**config.mk**
```make
export PLATFORM = sky130hd
export DESIGN_NAME = psq_sequencer
export DESIGN_NICKNAME = d
export VERILOG_FILES = /design/src/hdl/psq_sequencer.v
export VERILOG_INCLUDE_DIRS = /design/src /design/src/hdl
export SDC_FILE = /design/constraint.sdc
export NUM_CORES = 1
export LEC_CHECK = 0
export ABC_CLOCK_PERIOD_IN_PS = 4000
export BUFFER_PORTS_ARGS = -buffer_cell sky130_fd_sc_hd__buf_2
export CORE_ASPECT_RATIO = 1.75
export CORE_UTILIZATION = 46
export CTS_CLUSTER_SIZE = 30
export DETAILED_ROUTE_END_ITERATION = 10
export GPL_ROUTABILITY_DRIVEN = 0
export PLACE_DENSITY = 0.69
export SLEW_MARGIN = 30
export SYNTH_ARGS = -nofsm -noshare
export SYNTH_HDL_FRONTEND = slang
export SYNTH_SLANG_ARGS = --single-unit
```
**constraint.sdc**
```tcl
create_clock -name pclk -period 4 [get_ports pclk]
set_input_delay 1 -clock pclk [delete_from_list [all_inputs] [get_ports pclk]]
set_output_delay 1 -clock pclk [all_outputs]
set_load 0.01 [all_outputs]
```
**src/hdl/psq_consts.vh**
```
// constants for the program sequencer, stack and vectors
`ifndef PSQ_CONSTS_VH
`define PSQ_CONSTS_VH
// ****************************************
// register byte offsets
// ****************************************
`define PSQ_OFF_PCL 12'h000
`define PSQ_OFF_TBLP 12'h004
`define PSQ_OFF_TABLE_HIGH_BYTE 12'h008
`define PSQ_OFF_INTEN 12'h00c
`define PSQ_OFF_STAT 12'h010
// ****************************************
// interrupt enable, pending and status bit positions
// ****************************************
`define PSQ_IRQ_EXT 0
`define PSQ_IRQ_TM0 1
`define PSQ_IRQ_TM1 2
`define PSQ_IRQ_RTC 3
`define PSQ_IRQ_MFI 4
`define PSQ_EN_RTCFN 5
`define PSQ_STAT_DUMMY 8
`define PSQ_STAT_TAB 9
// ****************************************
// vectors and reset values
// ****************************************
`define PSQ_VEC_RESET 12'h000
`define PSQ_VEC_EXT 12'h004
`define PSQ_VEC_TM0 12'h008
`define PSQ_VEC_TM1 12'h00c
`define PSQ_VEC_RTC 12'h014
`define PSQ_VEC_MFI 12'h018
`define PSQ_LAST_PAGE 4'hf
`define PSQ_RST_TBLP 8'h00
`define PSQ_RST_INTEN 6'h00
// ****************************************
// timing, in instruction cycles
// ****************************************
`define PSQ_BRANCH_CYC 2
`define PSQ_TABRD_CYC 2
`endif

```
**src/hdl/psq_sequencer.v**
```verilog
// program counter, return stack, interrupt vectors and table read path
//
// The implementer's own choices: the placing of the registers and the APB slave port.
`timescale 1ns/1ps
`include "psq_consts.vh"
module psq_sequencer #(
  parameter PC_W = 12,
  parameter STACK_DEPTH = 8
) (
  // clock and reset
  input wire pclk,
  input wire presetn,
  // apb slave
  input wire psel,
  input wire penable,
  input wire pwrite,
  input wire [11:0] paddr,
  input wire [31:0] pwdata,
  output reg [31:0] prdata,
  output wire pready,
  output wire pslverr,
  // decoded instruction from the core
  input wire instr_valid,
  input wire op_skip,
  input wire op_jump,
  input wire op_call,
  input wire op_sub_ret,
  input wire op_int_ret,
  input wire op_tab_cur,
  input wire op_tab_last,
  input wire [PC_W-1:0] jump_target,
  input wire [7:0] tab_dest,
  // program memory port
  output wire [PC_W-1:0] pm_addr,
  input wire [15:0] pm_rdata,
  // interrupt sources
  input wire ext_int_n,
  input wire tmr0_ovf,
  input wire tmr1_ovf,
  input wire rtc_timeout,
  input wire port_c_bit0,
  input wire port_c_bit5,
  input wire port_c_bit7,
  // status towards the core
  output wire [PC_W-1:0] pc,
  output wire core_stall,
  output wire dummy_cycle,
  output reg int_ack,
  output reg [PC_W-1:0] int_vector,
  output reg tab_wr,
  output reg [7:0] tab_low,
  output reg [7:0] tab_dest_out,
  output wire [7:0] table_high_byte
);
  // ****************************************
  // states
  // ****************************************
  localparam [1:0] ST_RUN = 2'd0;
  localparam [1:0] ST_DUMMY = 2'd1;
  localparam [1:0] ST_TAB = 2'd2;
  localparam SP_W = 3;

  // next sequential address, wrapping in the 4k space
  function [PC_W-1:0] psq_add;
    input [PC_W-1:0] a;
    input [PC_W-1:0] b;
    begin
      psq_add = a + b;
    end
  endfunction

  reg [1:0] state_q;
  reg [1:0] state_d;
  reg [PC_W-1:0] pc_q;
  reg [PC_W-1:0] pc_d;
  reg [PC_W-1:0] stack_mem [0:STACK_DEPTH-1];
  reg [SP_W-1:0] stack_index_q;
  reg [SP_W-1:0] stack_index_d;
  reg [SP_W:0] depth_q;
  reg [SP_W:0] depth_d;
  reg push;
  reg [PC_W-1:0] push_val;
  reg [7:0] tblp_q;
  reg [7:0] table_high_byte_q;
  reg [PC_W-1:0] tab_addr_q;
  reg [7:0] tab_dest_q;
  reg [5:0] inten_q;
  reg [4:0] pend_q;
  reg [4:0] pend_d;
  reg [4:0] ack_mask;
  reg ext_prev_q;
  reg pc0_prev_q;
  reg pc5_prev_q;
  reg pc7_prev_q;
  wire stack_full;
  wire [4:0] events;
  wire [4:0] active;
  wire int_take;
  wire accept;
  wire apb_wr;
  wire pcl_wr;

  // ****************************************
  // apb access decode
  // ****************************************
  assign pready = 1'b1;
  assign apb_wr = psel & penable & pwrite;
  assign pcl_wr = apb_wr & (paddr == `PSQ_OFF_PCL);
  assign pslverr = psel & penable & ~((paddr == `PSQ_OFF_PCL) | (paddr == `PSQ_OFF_TBLP) |
                   (paddr == `PSQ_OFF_TABLE_HIGH_BYTE) | (paddr == `PSQ_OFF_INTEN) | (paddr == `PSQ_OFF_STAT));

  // read mux; only pc low byte is exposed, stack stays hidden
  always @*
  begin
    prdata = 32'h0000_0000;
    case (paddr)
      `PSQ_OFF_PCL: prdata[7:0] = pc_q[7:0];
      `PSQ_OFF_TBLP: prdata[7:0] = tblp_q;
      `PSQ_OFF_TABLE_HIGH_BYTE: prdata[7:0] = table_high_byte_q;
      `PSQ_OFF_INTEN: prdata[5:0] = inten_q;
      `PSQ_OFF_STAT:
      begin
        prdata[4:0] = pend_q;
        prdata[`PSQ_STAT_DUMMY] = (state_q == ST_DUMMY);
        prdata[`PSQ_STAT_TAB] = (state_q == ST_TAB);
      end
      default: prdata = 32'h0000_0000;
    endcase
  end

  // ****************************************
  // interrupt request latching
  // ****************************************
  assign events[`PSQ_IRQ_EXT] = ext_prev_q & ~ext_int_n;
  assign events[`PSQ_IRQ_TM0] = tmr0_ovf;
  assign events[`PSQ_IRQ_TM1] = tmr1_ovf;
  assign events[`PSQ_IRQ_RTC] = rtc_timeout & inten_q[`PSQ_EN_RTCFN];
  assign events[`PSQ_IRQ_MFI] = (pc0_prev_q & ~port_c_bit0) | (pc5_prev_q & ~port_c_bit5) |
                                (~pc7_prev_q & port_c_bit7);
  assign stack_full = (depth_q == STACK_DEPTH[SP_W:0]);
  assign active = pend_q & inten_q[4:0];
  // acknowledge withheld while the stack is full, request stays latched
  assign int_take = (state_q == ST_RUN) & (|active) & ~stack_full & ~pcl_wr;
  assign accept = (state_q == ST_RUN) & instr_valid & ~int_take & ~pcl_wr;

  // pick the highest priority vector
  always @*
  begin
    ack_mask = 5'h00;
    int_vector = `PSQ_VEC_RESET;
    if (active[`PSQ_IRQ_EXT])
    begin
      ack_mask[`PSQ_IRQ_EXT] = 1'b1;
      int_vector = `PSQ_VEC_EXT;
    end
    else if (active[`PSQ_IRQ_TM0])
    begin
      ack_mask[`PSQ_IRQ_TM0] = 1'b1;
      int_vector = `PSQ_VEC_TM0;
    end
    else if (active[`PSQ_IRQ_TM1])
    begin
      ack_mask[`PSQ_IRQ_TM1] = 1'b1;
      int_vector = `PSQ_VEC_TM1;
    end
    else if (active[`PSQ_IRQ_RTC])
    begin
      ack_mask[`PSQ_IRQ_RTC] = 1'b1;
      int_vector = `PSQ_VEC_RTC;
    end
    else if (active[`PSQ_IRQ_MFI])
    begin
      ack_mask[`PSQ_IRQ_MFI] = 1'b1;
      int_vector = `PSQ_VEC_MFI;
    end
    int_ack = int_take;
  end

  // a new event in the acknowledge cycle wins over the clear
  always @*
  begin
    pend_d = (pend_q & ~(int_take ? ack_mask : 5'h00)) | events;
  end

  // ****************************************
  // program counter and stack sequencing
  // ****************************************
  always @*
  begin
    state_d = state_q;
    pc_d = pc_q;
    stack_index_d = stack_index_q;
    depth_d = depth_q;
    push = 1'b0;
    push_val = pc_q;
    if (pcl_wr)
    begin
      pc_d = {pc_q[PC_W-1:8], pwdata[7:0]};
      state_d = ST_DUMMY;
    end
    else if (int_take)
    begin
      push = 1'b1;
      pc_d = int_vector;
      state_d = ST_DUMMY;
    end
    else
    begin
      case (state_q)
        ST_RUN:
        begin
          if (accept)
          begin
            if (op_jump | op_call)
            begin
              pc_d = jump_target;
              state_d = ST_DUMMY;
              if (op_call)
              begin
                push = 1'b1;
                push_val = psq_add(pc_q, 12'h001);
              end
            end
            else if (op_sub_ret | op_int_ret)
            begin
              pc_d = stack_mem[stack_index_q - 3'd1];
              stack_index_d = stack_index_q - 3'd1;
              if (depth_q != 4'h0)
                depth_d = depth_q - 4'h1;
              state_d = ST_DUMMY;
            end
            else if (op_skip)
            begin
              pc_d = psq_add(pc_q, 12'h002);
              state_d = ST_DUMMY;
            end
            else if (op_tab_cur | op_tab_last)
              state_d = ST_TAB;
            else
              pc_d = psq_add(pc_q, 12'h001);
          end
        end
        ST_DUMMY:
          state_d = ST_RUN;
        ST_TAB:
        begin
          pc_d = psq_add(pc_q, 12'h001);
          state_d = ST_RUN;
        end
        default:
          state_d = ST_RUN;
      endcase
    end
    if (push)
    begin
      stack_index_d = stack_index_q + 3'd1; // wraps on overflow
      if (!stack_full)
        depth_d = depth_q + 4'h1;
    end
  end

  // sequencer registers
  always @(posedge pclk or negedge presetn)
  begin
    if (!presetn)
    begin
      state_q <= ST_RUN;
      pc_q <= `PSQ_VEC_RESET;
      stack_index_q <= 3'd0;
      depth_q <= 4'h0;
      pend_q <= 5'h00;
      ext_prev_q <= 1'b1;
      pc0_prev_q <= 1'b1;
      pc5_prev_q <= 1'b1;
      pc7_prev_q <= 1'b0;
    end
    else
    begin
      state_q <= state_d;
      pc_q <= pc_d;
      stack_index_q <= stack_index_d;
      depth_q <= depth_d;
      pend_q <= pend_d;
      ext_prev_q <= ext_int_n;
      pc0_prev_q <= port_c_bit0;
      pc5_prev_q <= port_c_bit5;
      pc7_prev_q <= port_c_bit7;
    end
  end

  // stack storage, twelve bits per level
  always @(posedge pclk)
  begin
    if (push)
      stack_mem[stack_index_q] <= push_val;
  end

  // ****************************************
  // table read path and software registers
  // ****************************************
  always @(posedge pclk or negedge presetn)
  begin
    if (!presetn)
    begin
      tblp_q <= `PSQ_RST_TBLP;
      inten_q <= `PSQ_RST_INTEN;
      table_high_byte_q <= 8'h00;
      tab_addr_q <= 12'h000;
      tab_dest_q <= 8'h00;
      tab_wr <= 1'b0;
      tab_low <= 8'h00;
      tab_dest_out <= 8'h00;
    end
    else
    begin
      tab_wr <= 1'b0;
      if (apb_wr && paddr == `PSQ_OFF_TBLP)
        tblp_q <= pwdata[7:0];
      if (apb_wr && paddr == `PSQ_OFF_INTEN)
        inten_q <= pwdata[5:0];
      if (accept && (op_tab_cur | op_tab_last) && !(op_jump | op_call | op_sub_ret | op_int_ret | op_skip))
      begin
        tab_addr_q <= {(op_tab_last ? `PSQ_LAST_PAGE : pc_q[PC_W-1:8]), tblp_q};
        tab_dest_q <= tab_dest;
      end
      if (state_q == ST_TAB && !pcl_wr && !int_take)
      begin
        tab_low <= pm_rdata[7:0];
        tab_dest_out <= tab_dest_q;
        tab_wr <= 1'b1;
        table_high_byte_q <= pm_rdata[15:8];
      end
    end
  end

  // ****************************************
  // outputs
  // ****************************************
  assign pm_addr = (state_q == ST_TAB) ? tab_addr_q : pc_q;
  assign pc = pc_q;
  assign dummy_cycle = (state_q == ST_DUMMY);
  assign core_stall = (state_q != ST_RUN) | int_take | pcl_wr;
  assign table_high_byte = table_high_byte_q;
endmodule // psq_sequencer

```
; Word-level counts from Yosys, hierarchy flattened
; Memories as Yosys holds them, arrays and structs flattened.
; Index checks and enable logic that the tools add are counted.
[op_classes]
n_addsub = 6
n_eq_ne = 15
muxes = 68
bitwise = 41
n_reduce_logical = 23
[op_table]
columns = operator, count
row1 = 2-to-1 mux 12 bit, 13
row2 = 2-to-1 mux 4 bit, 11
row3 = 2-to-1 mux 5 bit, 6
row4 = case mux 5 bit (5 select lines), 1
row5 = "equality test 12 x 4 -> 1 bit, second input constant", 2
row6 = 2-to-1 mux 3 bit, 8
row7 = case mux 12 bit (2 select lines), 1
row8 = 2-to-1 mux 2 bit, 10
row9 = AND 1 bit, 15
row10 = 2-to-1 mux 1 bit, 15
row11 = bitwise OR 1 bit, 14
row12 = "adder 12 x 1 -> 12 bit, second input constant", 1
row13 = "adder 12 x 2 -> 12 bit, second input constant", 1
row14 = "equality test 12 x 3 -> 1 bit, second input constant", 1
row15 = "equality test 12 x 5 -> 1 bit, second input constant", 1
row16 = zero test 12 bit, 1
row17 = AND 5 bit, 2
row18 = 2-to-1 mux 8 bit, 1
row19 = inverter 1 bit, 8
row20 = nonzero test 2 bit, 4
row21 = nonzero test 4 bit, 2
row22 = "inequality test 7 x 4 -> 1 bit, second input constant", 1
row23 = "inequality test 7 x 6 -> 1 bit, second input constant", 1
row24 = logical AND 1 bit, 6
row25 = 23 further kinds, 27
[word_totals]
register_bits = 89
ramBits = 96
out_inout_bits = 98
n_memories = 1
[memory_table]
columns = name, words, width, rd, rd_ports_with_merged_regs, write_ports, line
row1 = stack_mem, 8, 12, 1, 0, 1, psq_sequencer.v:76  ; reg [PC_W-1:0] stack_mem [0:STACK_DEPTH-1];

; Longest topological paths before layout
; Gate-level depths: netlist of run 1.
[logic_depth]
word_depth = 14
ltp_mapped = 12

; Worst setup path before layout of run 1
; No wires, ideal clock.
[synth_timing]
kind = register to register
start = reg depth_q[1]
end = mem stack_mem[0][0] (enable)
setup_ps = 412
t_arrival_ps = 3315
required_time_ps = 3588
slack_ps = 273
stages_incl_launch_ff = 9
period_less_slack_ps = 3727
cell_sequence = dfrtp_1 -> inv_1 -> ha_1 -> and3b_1 -> buf_2 -> a2111oi_2 -> o21ai_2 -> buf_2 -> nor4_1
[synth_via]
elab_chain_len = 13
[synth_rtl]
columns = element, line
row1 = "start, declared", psq_sequencer.v:79  ; reg [SP_W:0] depth_q;
row2 = "start signal, assigned", psq_sequencer.v:282  ; depth_q <= depth_d;
row3 = equality test 4 bit *, psq_sequencer.v:140  ; assign stack_full = (depth_q == STACK_DEPTH[SP_W:0]);
row4 = inverter 1 bit *, psq_sequencer.v:143  ; assign int_take = (state_q == ST_RUN) & (|active) & ~stack_full & ~pcl_wr;
row5 = AND 1 bit * (2 in series), psq_sequencer.v:143
row6 = inverter 1 bit, psq_sequencer.v:144  ; assign accept = (state_q == ST_RUN) & instr_valid & ~int_take & ~pcl_wr;
row7 = AND 1 bit (2 in series), psq_sequencer.v:144
row8 = 2-to-1 mux 1 bit, psq_sequencer.v:212  ; if (accept)
row9 = 2-to-1 mux 1 bit, psq_sequencer.v:209  ; case (state_q)
row10 = 2-to-1 mux 1 bit *, psq_sequencer.v:201  ; else if (int_take)
row11 = 2-to-1 mux 1 bit *, psq_sequencer.v:196  ; if (pcl_wr)
row12 = 2-to-1 mux 1 bit *, psq_sequencer.v:294  ; if (push)
row13 = 2-to-1 mux 1 bit (not written as such) *, psq_sequencer.v:295  ; stack_mem[stack_index_q] <= push_val;
row14 = "end, declared", psq_sequencer.v:76
; Mark *: on every way between the ends. The rest lies on a longest branch, timed or not.

; Final worst setup path of run 1
[layout_timing]
start = reg depth_q[1]
end = out core_stall
[layout_via]
elab_chain_len = 6
[layout_rtl]
columns = element, line
row1 = equality test 4 bit, psq_sequencer.v:140
row2 = inverter 1 bit, psq_sequencer.v:143
row3 = AND 1 bit (2 in series), psq_sequencer.v:143
row4 = bitwise OR 1 bit (2 in series), psq_sequencer.v:342  ; assign core_stall = (state_q != ST_RUN) | int_take | pcl_wr;
row5 = "end, declared", psq_sequencer.v:46  ; output wire core_stall,
; No other way between the ends.

==> metrics.yaml, run 1 <==
yosys:
  yosys.area.top_type_share: 0.310
  avgSynthCellArea_um2: 12.6
  synthTopCellsByCount: "97 x nand2_1, 96 x edfxtp_1, 86 x dfrtp_1, 45 x mux2_2"
  synth.area.top_cells: "edfxtp_1 31%, dfrtp_1 23%, mux4_2 7.3%"
  synth_edf_count: 96
  synth-main-ff-cell: "edfxtp_1"
  ys_seq_area_frac: 0.550
  synthDistinctLibCells: 82
  syn_area_um2: 9290
  yosys.cell_count.top_type: "nand2_1"
  ys_warn_count: 0
  ys_async_sr_fraction: 0.481
  synth.largest_area_cell: "edfxtp_1"
  syn_inst: 740
  ys_ff_latch: 185
global_route:
  gr-total-overflow: 0
  grt_pass1_wl_um: 36700
  grt_pass1_vias: 6561
  grt_max_degree: 72
  grt_usage: 0.242
  antenna_found_initial: 1
die:
  dieWidth_um: 109
  pin_count: 198
  dieArea_um2: 20800
  die_h_um: 190
  rows: 68
  core_um2: 19700
  start_util: 0.471
worst_setup_path:
  cp.arrival_ps: 2630
  worstSetupStartpointType: "flip-flop"
  rr_startpoint: "depth_q[1]"
  reg2reg_to: "stack_mem[2][3]"
  crit_path_max_fanout: 10
  reg2regPathDepth: 9
  reg2reg_slack_ps: 820
  worstPathRequired_ps: 3000
  end_kind: "primary output"
  critPathKind: "reg2out"
place:
  dp_hpwl_um: 17800
  place_ws_ps: 397
  numPortBuffers: 141
  placed_area_um2: 10200
cts:
  cts_resized: 0
  clkLatencyLatePin_ps: 440
  clk_pin_slew_worst_paths_ps: 70
  holdBufCountCts: 0
  cts_buffers: 17
  cts_tree: "yes"
  cts_buffer_depth: 2
  clock_sinks: 185
  cts_root_buf: "clkbuf_16"
  cts_max_level: 4
  post_cts_buffers: 0
layout:
  fin_area_um2: 10800
  antennaDiodeCount: 0
  finalNetCount: 993
  n_fill_cell: 1670
  drive_above_1_share: 0.354
  area_delta_synth_final_pct: 16.3
sta:
  fin_ws_ps: 372
  fin_crit_sh: 0.907
  worst_pin_slew_ps: 791
  setup_viol: 0
  rsz0062_at_grt: "false"
  fmax_mhz: 276
  hold_viol: 0
  fin_skew_ps: 9.24
  relSlewSlack: 0.459
  fin_crit_ps: 3630
  setup_tns_ps: 0
  slew_violations: 0
min_path:
  hold_path_end: "tab_addr_q[8]"
  whs_path_depth: 2
  hold_path_class: "reg2reg"
  min-delay-start: "tab_addr_q[8]"
power:
  p_leak_uw: 0.00465
  vdd_drop_max_mv: 0.377
  p_per_area_nw_per_um2: 541
  total_power_uw: 5850
flow_run:
  drv_cap: 0
route:
  via_per_inst: 5.75
  first_iter_violations: 349
  drtPass1Iterations: 5
  drc: 0
  via_count: 6584
  wl_um: 24100
  routedWlPerCell_um: 21.1
  detail-route-antenna-nets: 0
outcome:
  outcome: "completed"
## worst max-delay path, cell delays in order (launching register included)
cell and delay (ps):
dfrtp_1 440, inv_1 110, ha_1 260, and3b_1 280, a2111oi_2 470, buf_4 280, nor2_2 120, nand2_1 90
buf_2 140
## area by class of cell
type	instances	area, um2	area share
clock buffer	17	425	0.0394
tap	245	307	0.0284
clock inverter	15	156	0.0145
sequential	185	5110	0.473
multi-input combinational	499	3820	0.354
inverter	14	52.6	0.00486
timing repair buffer	170	930	0.0860
## sequential cells by signal, summed over array words and instances, names as in the netlist
| name | cells |
|---|---|
| tblp_q | 8 |
| tab_dest_q | 8 |
| pc5_prev_q | 1 |
| pc7_prev_q | 1 |
| inten_q | 6 |
| stack_mem | 96 |
| depth_q | 4 |
| table_high_byte | 8 |
| pc0_prev_q | 1 |
| stack_index_q | 3 |
| tab_wr | 1 |
| ext_prev_q | 1 |
| pend_q | 5 |
| state_q | 2 |
| tab_dest_out | 8 |
| pc | 12 |
| tab_addr_q | 12 |
| tab_low | 8 |
## placed cells by master (no fill, tap or decap), types with 7 or more instances in the layout
cell type / synthesis / routed
nand4_1: 9 / 9
nor3_1: 16 / 16
inv_6: 0 / 7
conb_1: 2 / 32
mux2_2: 45 / 45
nand3_1: 17 / 17
o22ai_1: 9 / 9
xor2_1: 10 / 10
nor2_1: 35 / 35
o21ai_0: 21 / 21
nand2_1: 97 / 97
edfxtp_1: 96 / 96
xnor2_1: 18 / 18
mux2_4: 11 / 11
mux4_2: 30 / 30
buf_2: 6 / 140
inv_1: 13 / 13
dfrtp_1: 86 / 86
buf_4: 35 / 29
a21oi_1: 21 / 21
clkbuf_16: 0 / 17
## per-stage QoR
step	utilization	instances	hold WS, ps
global route	0.547	1145	516
finish	0.547	1145	494
CTS	0.547	1145	492
global placement	0.517	1111	462
detailed placement	0.518	1113	476
floorplan	-	770	449
## worst max-delay path by stage
stage / startpoint / endpoint / slack (ps)
after floorplan: depth_q[1] / stack_mem[0][0] / 270
after global placement: paddr[2] / core_stall / 410
after detailed placement: paddr[2] / core_stall / 400
after CTS: depth_q[1] / core_stall / 350
after global routing: depth_q[1] / core_stall / 180
final: depth_q[1] / core_stall / 370
## report_power, final
| group | switching [uW] | total (uW) | leakage [uW] | internal (uW) |
|---|---|---|---|---|
| clock | 788 | 1670 | 0.000282 | 882 |
| sequential | 238 | 2480 | 0.00201 | 2240 |
| combinational | 914 | 1700 | 0.00236 | 782 |
## layer usage
layer	share of wire	up-vias	GRT usage
met5	0.00041	-	0
met4	0.057	2	0.151
met3	0.047	82	0.0377
met2	0.53	279	0.435
met1	0.36	3230	0.258
li1	-	2991	-
## kinds of logic after synthesis
group | count (synthesis) | share of synthesized area
xor+xnor | 28 | 0.0264
other cells | 2 | 0.000808
fa+ha+maj | 6 | 0.00808
compound gates | 113 | 0.0870
mux | 91 | 0.150
simple gates | 229 | 0.123
buf+inv | 86 | 0.0536
flops | 185 | 0.550
No activity file was read; power rests on OpenSTA's default activity.
==> run 2: changes to the inputs <==
--- a/config.mk
+++ b/config.mk
@@ -9,11 +9,11 @@
 export ABC_CLOCK_PERIOD_IN_PS = 4000
 export BUFFER_PORTS_ARGS = -buffer_cell sky130_fd_sc_hd__buf_2
 export CORE_ASPECT_RATIO = 1.75
-export CORE_UTILIZATION = 46
+export CORE_UTILIZATION = 55
 export CTS_CLUSTER_SIZE = 30
 export DETAILED_ROUTE_END_ITERATION = 10
 export GPL_ROUTABILITY_DRIVEN = 0
-export PLACE_DENSITY = 0.69
+export PLACE_DENSITY = 0.8
 export SLEW_MARGIN = 30
 export SYNTH_ARGS = -nofsm -noshare
 export SYNTH_HDL_FRONTEND = slang
==> metrics.yaml, run 2 (synthesis results as in run 1) <==
cts:
  cts_max_level: 4  # unchanged
  cts_root_buf: "clkbuf_16"  # unchanged
  cts_tree: "yes"  # unchanged
  post_cts_buffers: 0  # unchanged
  cts_buffers: 17  # unchanged
  cts_resized: 0  # unchanged
  clkLatencyLatePin_ps: 430  # was 440 ps
  clock_sinks: 185  # unchanged
  holdBufCountCts: 0  # unchanged
  cts_buffer_depth: 2  # unchanged
  clk_pin_slew_worst_paths_ps: 70  # about the same
global_route:
  grt_pass1_vias: 6659  # was 6561
  antenna_found_initial: 1  # unchanged
  grt_max_degree: 46  # was 72
  grt_pass1_wl_um: 36300  # was 36700 um
  gr-total-overflow: 0  # unchanged
  grt_usage: 0.282  # was 0.242
route:
  via_per_inst: 5.96  # was 5.75
  drc: 0  # unchanged
  routedWlPerCell_um: 21.1  # about the same
  wl_um: 23700  # was 24100 um
  drtPass1Iterations: 5  # unchanged
  via_count: 6721  # was 6584
  detail-route-antenna-nets: 0  # unchanged
  first_iter_violations: 530  # was 349
worst_setup_path:
  reg2regPathDepth: 8  # was 9
  cp.arrival_ps: 2600  # was 2630 ps
  reg2reg_to: "stack_mem[6][3]"  # was stack_mem[2][3]
  slowest_stage: "or4_1"  # was a2111oi_2
  worstSetupStartpointType: "input pin"  # was flip-flop
  cp_cell_sequence: "buf_2 > or4_1 > nor4_4 > nor2_2 > nand2_1 > buf_2"  # was inv_1 > ha_1 > and3b_1 > a2111oi_2 > buf_4 > nor2_2 > nand2_1 > buf_2
  reg2reg_slack_ps: 740  # was 820 ps
  critPathKind: "in2out"  # was reg2out
  critPathMostFrequentCell: "buf_2"
  crit_end: "core_stall"  # unchanged
  worstPathRequired_ps: 3000  # about the same
  crit_start: "paddr[2]"  # was depth_q[1]
  crit_path_max_fanout: 12  # was 10
  rr_startpoint: "depth_q[1]"  # unchanged
  end_kind: "primary output"  # unchanged
  slowest_delay_ps: 660  # was 470 ps
layout:
  stdcell_count: 1127  # was 1145
  area_delta_synth_final_pct: 16.6  # was 16.3%
  largest_register: "stack_mem"  # unchanged
  final_common_cell: "buf_2"  # unchanged
  n_fill_cell: 1201  # was 1670
  antennaDiodeCount: 0  # unchanged
  finalNetCount: 996  # was 993
  fin_area_um2: 10800  # about the same
  final_cell_mix: "140 x buf_2, 97 x nand2_1, 96 x edfxtp_1"  # unchanged
  multiInputGateArea_um2: 3820  # unchanged
  largest_reg_flops: 96  # unchanged
  regArea_um2: 5110  # unchanged
  drive_above_1_share: 0.358  # was 0.354
die:
  start_util: 0.565  # was 0.471
  dieArea_um2: 17400  # was 20800 um2
  rows: 62  # was 68
  core_um2: 16400  # was 19700 um2
  die_h_um: 174  # was 190 um
  pin_count: 198  # unchanged
  dieWidth_um: 100  # was 109 um
sta:
  fin_skew_ps: 9.07  # was 9.24 ps
  worst_pin_slew_ps: 878  # was 791 ps
  fin_crit_ps: 3600  # was 3630 ps
  setup_tns_ps: 0  # unchanged
  setup_viol: 0  # unchanged
  slew_violations: 0  # unchanged
  fmax_mhz: 278  # was 276 MHz
  rsz0062_at_grt: "false"  # unchanged
  fin_crit_sh: 0.901  # was 0.907
  relSlewSlack: 0.410  # was 0.459
  hold_viol: 0  # unchanged
outcome:
  outcome: "completed"  # unchanged
min_path:
  hold_path_class: "reg2reg"  # unchanged
power:
  p_leak_uw: 0.00468  # was 0.00465 uW
  vdd_drop_max_mv: 0.281  # was 0.377 mV
  p_per_area_nw_per_um2: 546  # was 541 nW/um2
place:
  dp_cells: 1095  # was 1113
  dp_hpwl_um: 17200  # was 17800 um
  numPortBuffers: 141  # unchanged
  placed_area_um2: 10200  # about the same
flow_run:
  drv_cap: 0  # unchanged
run 2: final cells by class:
class,count,area share
Clock buffer,17,0.0393
Clock inverter,15,0.0166
Inverter,14,0.00485
Multi-Input combinational cell,499,0.353
Sequential cell,185,0.472
Tap cell,224,0.0259
Timing Repair Buffer,173,0.0887
run 2: per-layer routing:
| layer | up-vias | GRT usage | part of all wire |
|---|---|---|---|
| met5 | - | 0 | 0.00034 |
| met4 | 2 | 0.166 | 0.051 |
| met3 | 85 | 0.0507 | 0.065 |
| met2 | 362 | 0.506 | 0.54 |
| met1 | 3275 | 0.305 | 0.35 |
| li1 | 2997 | - | - |
run 2: report_power, final:
part	internal [uW]	switching, uW	total (uW)
Combinational	786	934	1720
Sequential	2240	237	2480
Clock	945	765	1710
Total	3980	1940	5910
run 2: how the worst min path moves through the flow:
stage / start / end / depth (start not counted)
finish: tab_addr_q[10] / tab_addr_q[10] / 2
global route: tab_low[7] / tab_low[7] / 1
CTS: tab_addr_q[10] / tab_addr_q[10] / 2
detailed placement: tab_addr_q[10] / tab_addr_q[10] / 2
global placement: tab_addr_q[9] / tab_addr_q[9] / 2
floorplan: tab_addr_q[10] / tab_addr_q[10] / 2
run 2: metrics by stage:
step	total power (uW)	setup WS, ps	hold WS, ps	util
3_3_place_gp	4160	402	463	0.622
4_1_cts	5920	402	496	0.659
5_1_grt	6150	313	518	0.659
3_5_place_dp	4200	374	480	0.622
6_report	5910	397	496	0.659
2_1_floorplan	3690	273	449	-
run 2: worst max-delay path, delay by kind of cell:
kind          cells  cell delay [ps]
buf+inv           2              330
simple gates      4             1270
